[config.mk]
export PLATFORM = sky130hd
export DESIGN_NAME = uie_top
export DESIGN_NICKNAME = d
export VERILOG_FILES = /design/src/rtl/uie_pkg.sv /design/src/rtl/uie_flags.sv /design/src/rtl/uie_top.sv
export SDC_FILE = /design/constraint.sdc
export NUM_CORES = 1
export LEC_CHECK = 0
export BUFFER_PORTS_ARGS = -buffer_cell sky130_fd_sc_hd__buf_2
export CAP_MARGIN = 20
export CORE_ASPECT_RATIO = 0.75
export CORE_MARGIN = 2
export CORE_UTILIZATION = 45
export DETAILED_ROUTE_END_ITERATION = 10
export GPL_ROUTABILITY_DRIVEN = 0
export PLACE_DENSITY = 0.81
export SYNTH_ARGS = -nofsm -noshare
export SYNTH_HDL_FRONTEND = slang
export SYNTH_HIERARCHICAL = 1
export SYNTH_SLANG_ARGS = --single-unit
export TNS_END_PERCENT = 1
[constraint.sdc]
create_clock -name clk_sys -period 1.1 [get_ports clk_sys]
set_input_delay 0.055 -clock clk_sys [delete_from_list [all_inputs] [get_ports clk_sys]]
set_output_delay 0.055 -clock clk_sys [all_outputs]
set_load 0.01 [all_outputs]
[src/rtl/uie_pkg.sv]
// ============================================================
// constants shared by the interrupt set/enable logic
package uie_pkg;

    // ============================================================
    // bus geometry
    localparam int DATA_W = 32;
    localparam int ADDR_W = 16;

    // ============================================================
    // register byte offsets
    localparam logic [15:0] OFS_FLAGS = 16'h0004;
    localparam logic [15:0] OFS_FLAG_CLEAR = 16'h0008;
    localparam logic [15:0] OFS_FORCE_SET = 16'h000c;
    localparam logic [15:0] OFS_ENABLE_MASK = 16'h0010;
    localparam logic [15:0] OFS_ENABLE_CLEAR = 16'h0014;
    localparam logic [15:0] OFS_ENABLE_SET = 16'h0018;

    // ============================================================
    // field positions of the global events
    localparam int BIT_SUSPEND = 0;
    localparam int BIT_FRAME_START = 2;
    localparam int BIT_BUS_RESET_END = 3;
    localparam int BIT_WAKE = 4;
    localparam int BIT_RESUME_END = 5;
    localparam int BIT_UPSTREAM_RESUME = 6;

    // endpoint interrupts sit from this bit upward, one per endpoint
    localparam int EP_BASE = 12;
    localparam int EP_COUNT = 7;

    // ============================================================
    // field masks and reset values
    localparam logic [31:0] GLOBAL_BITS = 32'h0000007d;
    localparam logic [31:0] EP_BITS = 32'h0007f000;
    localparam logic [31:0] ENABLE_BITS = 32'h0007f07d;
    localparam logic [31:0] FLAGS_RESET = 32'h00000000;
    localparam logic [31:0] MASK_RESET = 32'h00000000;
    localparam logic [31:0] READ_ZERO = 32'h00000000;

    // ============================================================
    // read source selected by an address
    typedef enum logic [1:0] {
        RSEL_NONE,
        RSEL_FLAGS,
        RSEL_MASK,
        RSEL_WRITE_ONLY
    } uie_rsel_e;

endpackage

[src/rtl/uie_flags.sv]
`timescale 1ns/1ps
`default_nettype none

// ============================================================
// sticky global interrupt flags
module uie_flags
    import uie_pkg::*;
(
    input wire logic clk_sys,
    input wire logic rstn,
    input wire logic [31:0] set_bits,
    input wire logic [31:0] clear_bits,
    output logic [31:0] flags
);

    logic [31:0] flags_r;
    logic [31:0] flags_nxt;

    // next flags: set beats clear, so no event is lost to a clear
    always_comb
    begin
        logic [31:0] set_v;
        logic [31:0] drop_v;
        set_v = set_bits & GLOBAL_BITS;
        drop_v = clear_bits & GLOBAL_BITS;
        // suspend and wake knock each other out when newly set
        if (set_v[BIT_WAKE] && !set_v[BIT_SUSPEND])
        begin
            drop_v[BIT_SUSPEND] = 1'b1;
        end
        if (set_v[BIT_SUSPEND] && !set_v[BIT_WAKE])
        begin
            drop_v[BIT_WAKE] = 1'b1;
        end
        flags_nxt = (flags_r & ~drop_v) | set_v;
    end

    // register only
    always_ff @(posedge clk_sys or negedge rstn)
    begin
        if (!rstn)
        begin
            flags_r <= FLAGS_RESET;
        end
        else
        begin
            flags_r <= flags_nxt;
        end
    end

    assign flags = flags_r;

endmodule

`default_nettype wire

[src/rtl/uie_top.sv]
// Implementation choice: strobed register access.
`timescale 1ns/1ps
`default_nettype none

module uie_top
    import uie_pkg::*;
(
    input wire logic clk_sys,
    input wire logic rstn,
    input wire logic [ADDR_W-1:0] reg_addr,
    input wire logic [DATA_W-1:0] reg_wdata,
    input wire logic reg_wr,
    input wire logic reg_rd,
    output logic [DATA_W-1:0] reg_rdata,
    input wire logic ev_suspend,
    input wire logic ev_frame_start,
    input wire logic ev_bus_reset_end,
    input wire logic ev_wake,
    input wire logic ev_resume_end,
    input wire logic ev_upstream_resume,
    input wire logic [EP_COUNT-1:0] ep_irq,
    output logic irq
);

    // ============================================================
    // helper functions
    // shared by the write decode and the read port

    // exact word match; an unaligned address hits nothing
    // byte lanes are not decoded: full 32-bit words only
    function automatic logic addr_hit(
        input logic [ADDR_W-1:0] a,
        input logic [ADDR_W-1:0] ofs
    );
        return a == ofs;
    endfunction

    // which source answers a read at this address
    // flag-clear answers like the other write-only registers
    function automatic uie_rsel_e read_select(
        input logic [ADDR_W-1:0] a
    );
        uie_rsel_e sel;
        sel = RSEL_NONE;
        if (addr_hit(a, OFS_FLAGS))
        begin
            sel = RSEL_FLAGS;
        end
        else if (addr_hit(a, OFS_ENABLE_MASK))
        begin
            sel = RSEL_MASK;
        end
        else if (addr_hit(a, OFS_FLAG_CLEAR) ||
                 addr_hit(a, OFS_FORCE_SET) ||
                 addr_hit(a, OFS_ENABLE_CLEAR) ||
                 addr_hit(a, OFS_ENABLE_SET))
        begin
            sel = RSEL_WRITE_ONLY;
        end
        return sel;
    endfunction

    // write data as a bit action, gated by strobe and address
    // the field mask keeps reserved bits out of every register
    function automatic logic [31:0] write_bits(
        input logic wr,
        input logic [ADDR_W-1:0] a,
        input logic [ADDR_W-1:0] ofs,
        input logic [31:0] wdata,
        input logic [31:0] field
    );
        logic [31:0] bits;
        bits = READ_ZERO;
        if (wr && addr_hit(a, ofs))
        begin
            bits = wdata & field;
        end
        return bits;
    endfunction

    // ============================================================
    // declarations

    // one-bit actions decoded from the write registers
    logic [31:0] flag_clr_bits;
    logic [31:0] force_set_bits;
    logic [31:0] en_clr_bits;
    logic [31:0] en_set_bits;

    // flag sources and the flags as software reads them
    logic [31:0] event_bits;
    logic [31:0] flag_set_bits;
    logic [31:0] global_irq_flags;
    logic [31:0] flag_view;

    // endpoint level sample
    logic [EP_COUNT-1:0] ep_r;
    logic [EP_COUNT-1:0] ep_nxt;

    // enable mask state
    logic [31:0] global_irq_enable_mask_r;
    logic [31:0] global_irq_enable_mask_nxt;

    // interrupt: sources both flagged and enabled
    logic [31:0] pending;
    logic irq_r;
    logic irq_nxt;

    // read port
    uie_rsel_e rd_sel;
    logic [DATA_W-1:0] rdata_r;
    logic [DATA_W-1:0] rdata_nxt;

    // ============================================================
    // write decode
    // a write touches at most one register; the rest see zeros

    // flag-clear: ones drop global flags, endpoint bits have no clear
    always_comb
    begin
        flag_clr_bits = write_bits(reg_wr, reg_addr, OFS_FLAG_CLEAR,
                                   reg_wdata, GLOBAL_BITS);
    end

    // force-set: test hook, raises flags without the bus event
    always_comb
    begin
        force_set_bits = write_bits(reg_wr, reg_addr, OFS_FORCE_SET,
                                    reg_wdata, GLOBAL_BITS);
    end

    // enable-clear: same layout as the mask, endpoint n at 12+n
    always_comb
    begin
        en_clr_bits = write_bits(reg_wr, reg_addr, OFS_ENABLE_CLEAR,
                                 reg_wdata, ENABLE_BITS);
    end

    // enable-set: same layout; a zero bit leaves the mask alone
    always_comb
    begin
        en_set_bits = write_bits(reg_wr, reg_addr, OFS_ENABLE_SET,
                                 reg_wdata, ENABLE_BITS);
    end

    // ============================================================
    // global event collection

    // hardware event pulses placed at their flag positions
    // pulses come from logic on this clock, so no synchroniser
    always_comb
    begin
        event_bits = READ_ZERO;
        event_bits[BIT_SUSPEND] = ev_suspend;
        event_bits[BIT_FRAME_START] = ev_frame_start;
        event_bits[BIT_BUS_RESET_END] = ev_bus_reset_end;
        event_bits[BIT_WAKE] = ev_wake;
        event_bits[BIT_RESUME_END] = ev_resume_end;
        event_bits[BIT_UPSTREAM_RESUME] = ev_upstream_resume;
    end

    // software force-set merges with real events; zeros add nothing
    // a force and a real event in one cycle simply both set
    always_comb
    begin
        flag_set_bits = event_bits | force_set_bits;
    end

    // ============================================================
    // sticky global flags

    // set and clear meet in one place, so set-wins is decided once
    uie_flags u_flags (
        .clk_sys(clk_sys),
        .rstn(rstn),
        .set_bits(flag_set_bits),
        .clear_bits(flag_clr_bits),
        .flags(global_irq_flags)
    );

    // ============================================================
    // endpoint interrupt levels

    // levels from endpoint logic on this clock; sampled once
    // not sticky: a serviced endpoint drops out one cycle later
    always_comb
    begin
        ep_nxt = ep_irq;
    end

    // register only
    always_ff @(posedge clk_sys or negedge rstn)
    begin
        if (!rstn)
        begin
            ep_r <= '0;
        end
        else
        begin
            ep_r <= ep_nxt;
        end
    end

    // flags as software sees them: globals plus endpoint levels
    // endpoint bits bypass force-set and flag-clear entirely
    always_comb
    begin
        flag_view = global_irq_flags & GLOBAL_BITS;
        for (int i = 0; i < EP_COUNT; i++)
        begin
            flag_view[EP_BASE + i] = ep_r[i];
        end
    end

    // ============================================================
    // enable mask
    // reserved bits are forced to zero after every update

    // clear first then set, so a same-cycle set ends enabled
    // only reachable in theory: the bus carries one strobe a cycle
    always_comb
    begin
        global_irq_enable_mask_nxt =
            (global_irq_enable_mask_r & ~en_clr_bits)
            | en_set_bits;
        global_irq_enable_mask_nxt =
            global_irq_enable_mask_nxt & ENABLE_BITS;
    end

    // only the clear/set registers reach the mask; it has no write port
    always_ff @(posedge clk_sys or negedge rstn)
    begin
        if (!rstn)
        begin
            global_irq_enable_mask_r <= MASK_RESET;
        end
        else
        begin
            global_irq_enable_mask_r <= global_irq_enable_mask_nxt;
        end
    end

    // ============================================================
    // pending sources

    // a source is pending when its flag and its enable are both one
    // kept as a vector so a debugger sees which source fired
    always_comb
    begin
        pending = flag_view & global_irq_enable_mask_r;
    end

    // ============================================================
    // interrupt output

    // registered so the pin is glitch free; costs one cycle of latency
    always_comb
    begin
        irq_nxt = |pending;
    end

    // level interrupt register
    always_ff @(posedge clk_sys or negedge rstn)
    begin
        if (!rstn)
        begin
            irq_r <= 1'b0;
        end
        else
        begin
            irq_r <= irq_nxt;
        end
    end

    // straight from the flop, nothing after it
    assign irq = irq_r;

    // ============================================================
    // read port
    // no wait states: every read answers in the next cycle

    // address decode of a read, apart from the data mux
    always_comb
    begin
        rd_sel = read_select(reg_addr);
    end

    // data stand only in the cycle after the strobe, zero otherwise
    // a read has no side effect, so polling the flags is safe
    always_comb
    begin
        rdata_nxt = READ_ZERO;
        if (reg_rd)
        begin
            case (rd_sel)
                RSEL_FLAGS:
                begin
                    rdata_nxt = flag_view;
                end
                RSEL_MASK:
                begin
                    rdata_nxt = global_irq_enable_mask_r;
                end
                RSEL_WRITE_ONLY:
                begin
                    rdata_nxt = READ_ZERO;
                end
                default:
                begin
                    rdata_nxt = READ_ZERO; // unmapped reads as zero
                end
            endcase
        end
    end

    // read data register
    always_ff @(posedge clk_sys or negedge rstn)
    begin
        if (!rstn)
        begin
            rdata_r <= READ_ZERO;
        end
        else
        begin
            rdata_r <= rdata_nxt;
        end
    end

    // straight from the flop, zero between reads
    assign reg_rdata = rdata_r;

endmodule

`default_nettype wire
==> impl_metrics.json <==
{
  "htreeDepth": 2,
  "placed_area_um2": 2349,
  "post-place-ws_ps": -378.3,
  "die_h_um": 60.67,
  "cellPowerDensity_nw_per_um2": 1150,
  "num_vias": 1718,
  "cts-root-buf": "clkbuf_8",
  "r2r_slack_ps": -60,
  "drv_cap": 0,
  "yosys_warnings": 6,
  "ios": 98,
  "grt_usage_pct": 21.38,
  "cpMaxStageDelayCell": "dfrtp_1",
  "final_cell_mix": "55 x buf_2, 40 x dfrtp_1, 19 x conb_1",
  "crit_path_end_kind": "register",
  "grt-ovfl-total": 0,
  "ir_drop_uv": 445.3,
  "grt_pass1_vias": 1595,
  "drt_iter0_drc": 130,
  "cts_made_buffers": 5,
  "antenna_found_initial": 0,
  "slowest_delay_ps": 390,
  "avgSynthCellArea_um2": 9.984,
  "cp_num_cells": 4,
  "clkTransAtPathRegs_ps": 80,
  "syn_area_um2": 1927,
  "finalHoldViolations": 0,
  "drive_above_1_share_pct": 36.46,
  "diodes": 0,
  "worstPathCellList": "a22oi_2 -> nand2_1 -> a221oi_2 -> nand3_1",
  "required_ps": 1260,
  "post_cts_buffers": 0,
  "rsz0062_at_grt": "yes",
  "grt_max_degree": 26,
  "clock_sinks": 40,
  "crit_buf_inv": 0,
  "synthesis.instances": 193,
  "timing.setup.tns_ps": -162.5,
  "min_period_ps": 1161,
  "initial_core_util_pct": 47.24,
  "synthToLayoutAreaGrowth_pct": 35.91,
  "startpoint_type": "register",
  "utilization_pct": 64.20,
  "finalInstanceArea_um2": 2619,
  "violations": "setup timing",
  "ant_nets": 0,
  "drtPass1Iterations": 6,
  "worstMarginPinSlew_ps": 546.6,
  "dieArea_um2": 4827,
  "placementRows": 20,
  "dieWidth_um": 79.56,
  "clock.fmax_mhz": 861.5,
  "core_region_area_um2": 4079,
  "wl_per_cell_um": 14.28,
  "slew_violations": 0,
  "nets": 341,
  "cp_top_family": "compound AO/OA/AOI/OAI gates",
  "timing.final.ws_setup_ps": -60.77,
  "clk_latency_ps": 290,
  "power.leakage_nw": 1.314,
  "viasPerCell": 5.175,
  "portBuffers": 59,
  "post-route-period-util_pct": 105.5,
  "clock_path_buffers": 2,
  "status": "finished with violations",
  "skew_ps": 4.131,
  "total_power_w": 0.003012,
  "cts_tree": "yes",
  "cp_data_arrival_time_ps": 1320,
  "setup_viol": 4,
  "critPathKind": "register to register",
  "relSlewSlack_pct": 63.39,
  "final_common_cell": "buf_2",
  "whs_path_depth": 3,
  "grt_pass1_wl_um": 7638,
  "rr_worst_depth": 4,
  "dp_hpwl_um": 3423,
  "hp-class": "primary input to register",
  "routed_wl_um": 4741,
  "critPathMaxFanout": 2,
  "route.detailed.drc": 0
}
-- state kept, by name, indices dropped and copies added, names as in the netlist --
signal                    cells
global_irq_enable_mask_r     13
irq                           1
u_flags/flags                 6
ep_r                          7
reg_rdata                    13
-- per-stage QoR --
step | hold slack (ps) | cells
floorplan | -240.6 | 211
global placement | -10.84 | 316
detailed placement | 1.136 | 316
CTS | 10.07 | 332
global route | 2.610 | 332
finish | 14.99 | 332
-- where the power goes --
part           total, W  switching (W)  internal, W  leakage, nW
Sequential      0.00150      0.0000129      0.00149        0.515
Clock           0.00116       0.000491     0.000673       0.0552
Combinational  0.000347       0.000192     0.000155        0.743
Total           0.00301       0.000696      0.00232         1.31
-- repair_timing --
action / CTS / global route
gates resized for setup: 7 / 12
hold endpoints to repair: 22 / 0
hold buffers: 8 / 0
setup endpoints to repair: 20 / 33
pin swaps: 2 / 3
-- area by class of cell --
cell class,instances,area (um^2)
flip-flops and latches,40,1001
clock buffers,6,72.57
repair buffers,86,559.3
well taps,55,68.82
fillers,336,1460
clock inverters,2,35.03
multi-input cells,125,814.5
inverters,18,67.56
-- tightest hold or removal path: cells and delay by family --
kind	cells	cell delay, ps
buffers and inverters	2	160
AO/OA/AOI/OAI	1	60
-- worst paths after layout --
kind                                                     endpoint                                   start
setup / recovery                                    irq$_DFF_PN0_  global_irq_enable_mask_r[15]$_DFF_PN0_
hold / removal             global_irq_enable_mask_r[14]$_DFF_PN0_                           reg_wdata[14]
setup reg to reg                                    irq$_DFF_PN0_  global_irq_enable_mask_r[15]$_DFF_PN0_
max in group asynchronous              u_flags/flags[6]$_DFF_PN0_                                    rstn
hold reg to reg            global_irq_enable_mask_r[12]$_DFF_PN0_  global_irq_enable_mask_r[12]$_DFF_PN0_
min in group asynchronous                 reg_rdata[13]$_DFF_PN0_                                    rstn
-- layer usage --
metal	vias up	global-route usage, %	routed length, um
met5	-	0	0
met4	0	6.404	35
met3	6	5.804	464
met2	85	35.29	2252
met1	818	28.20	1988
li1	809	-	-
(Power assumes the default switching activity.)
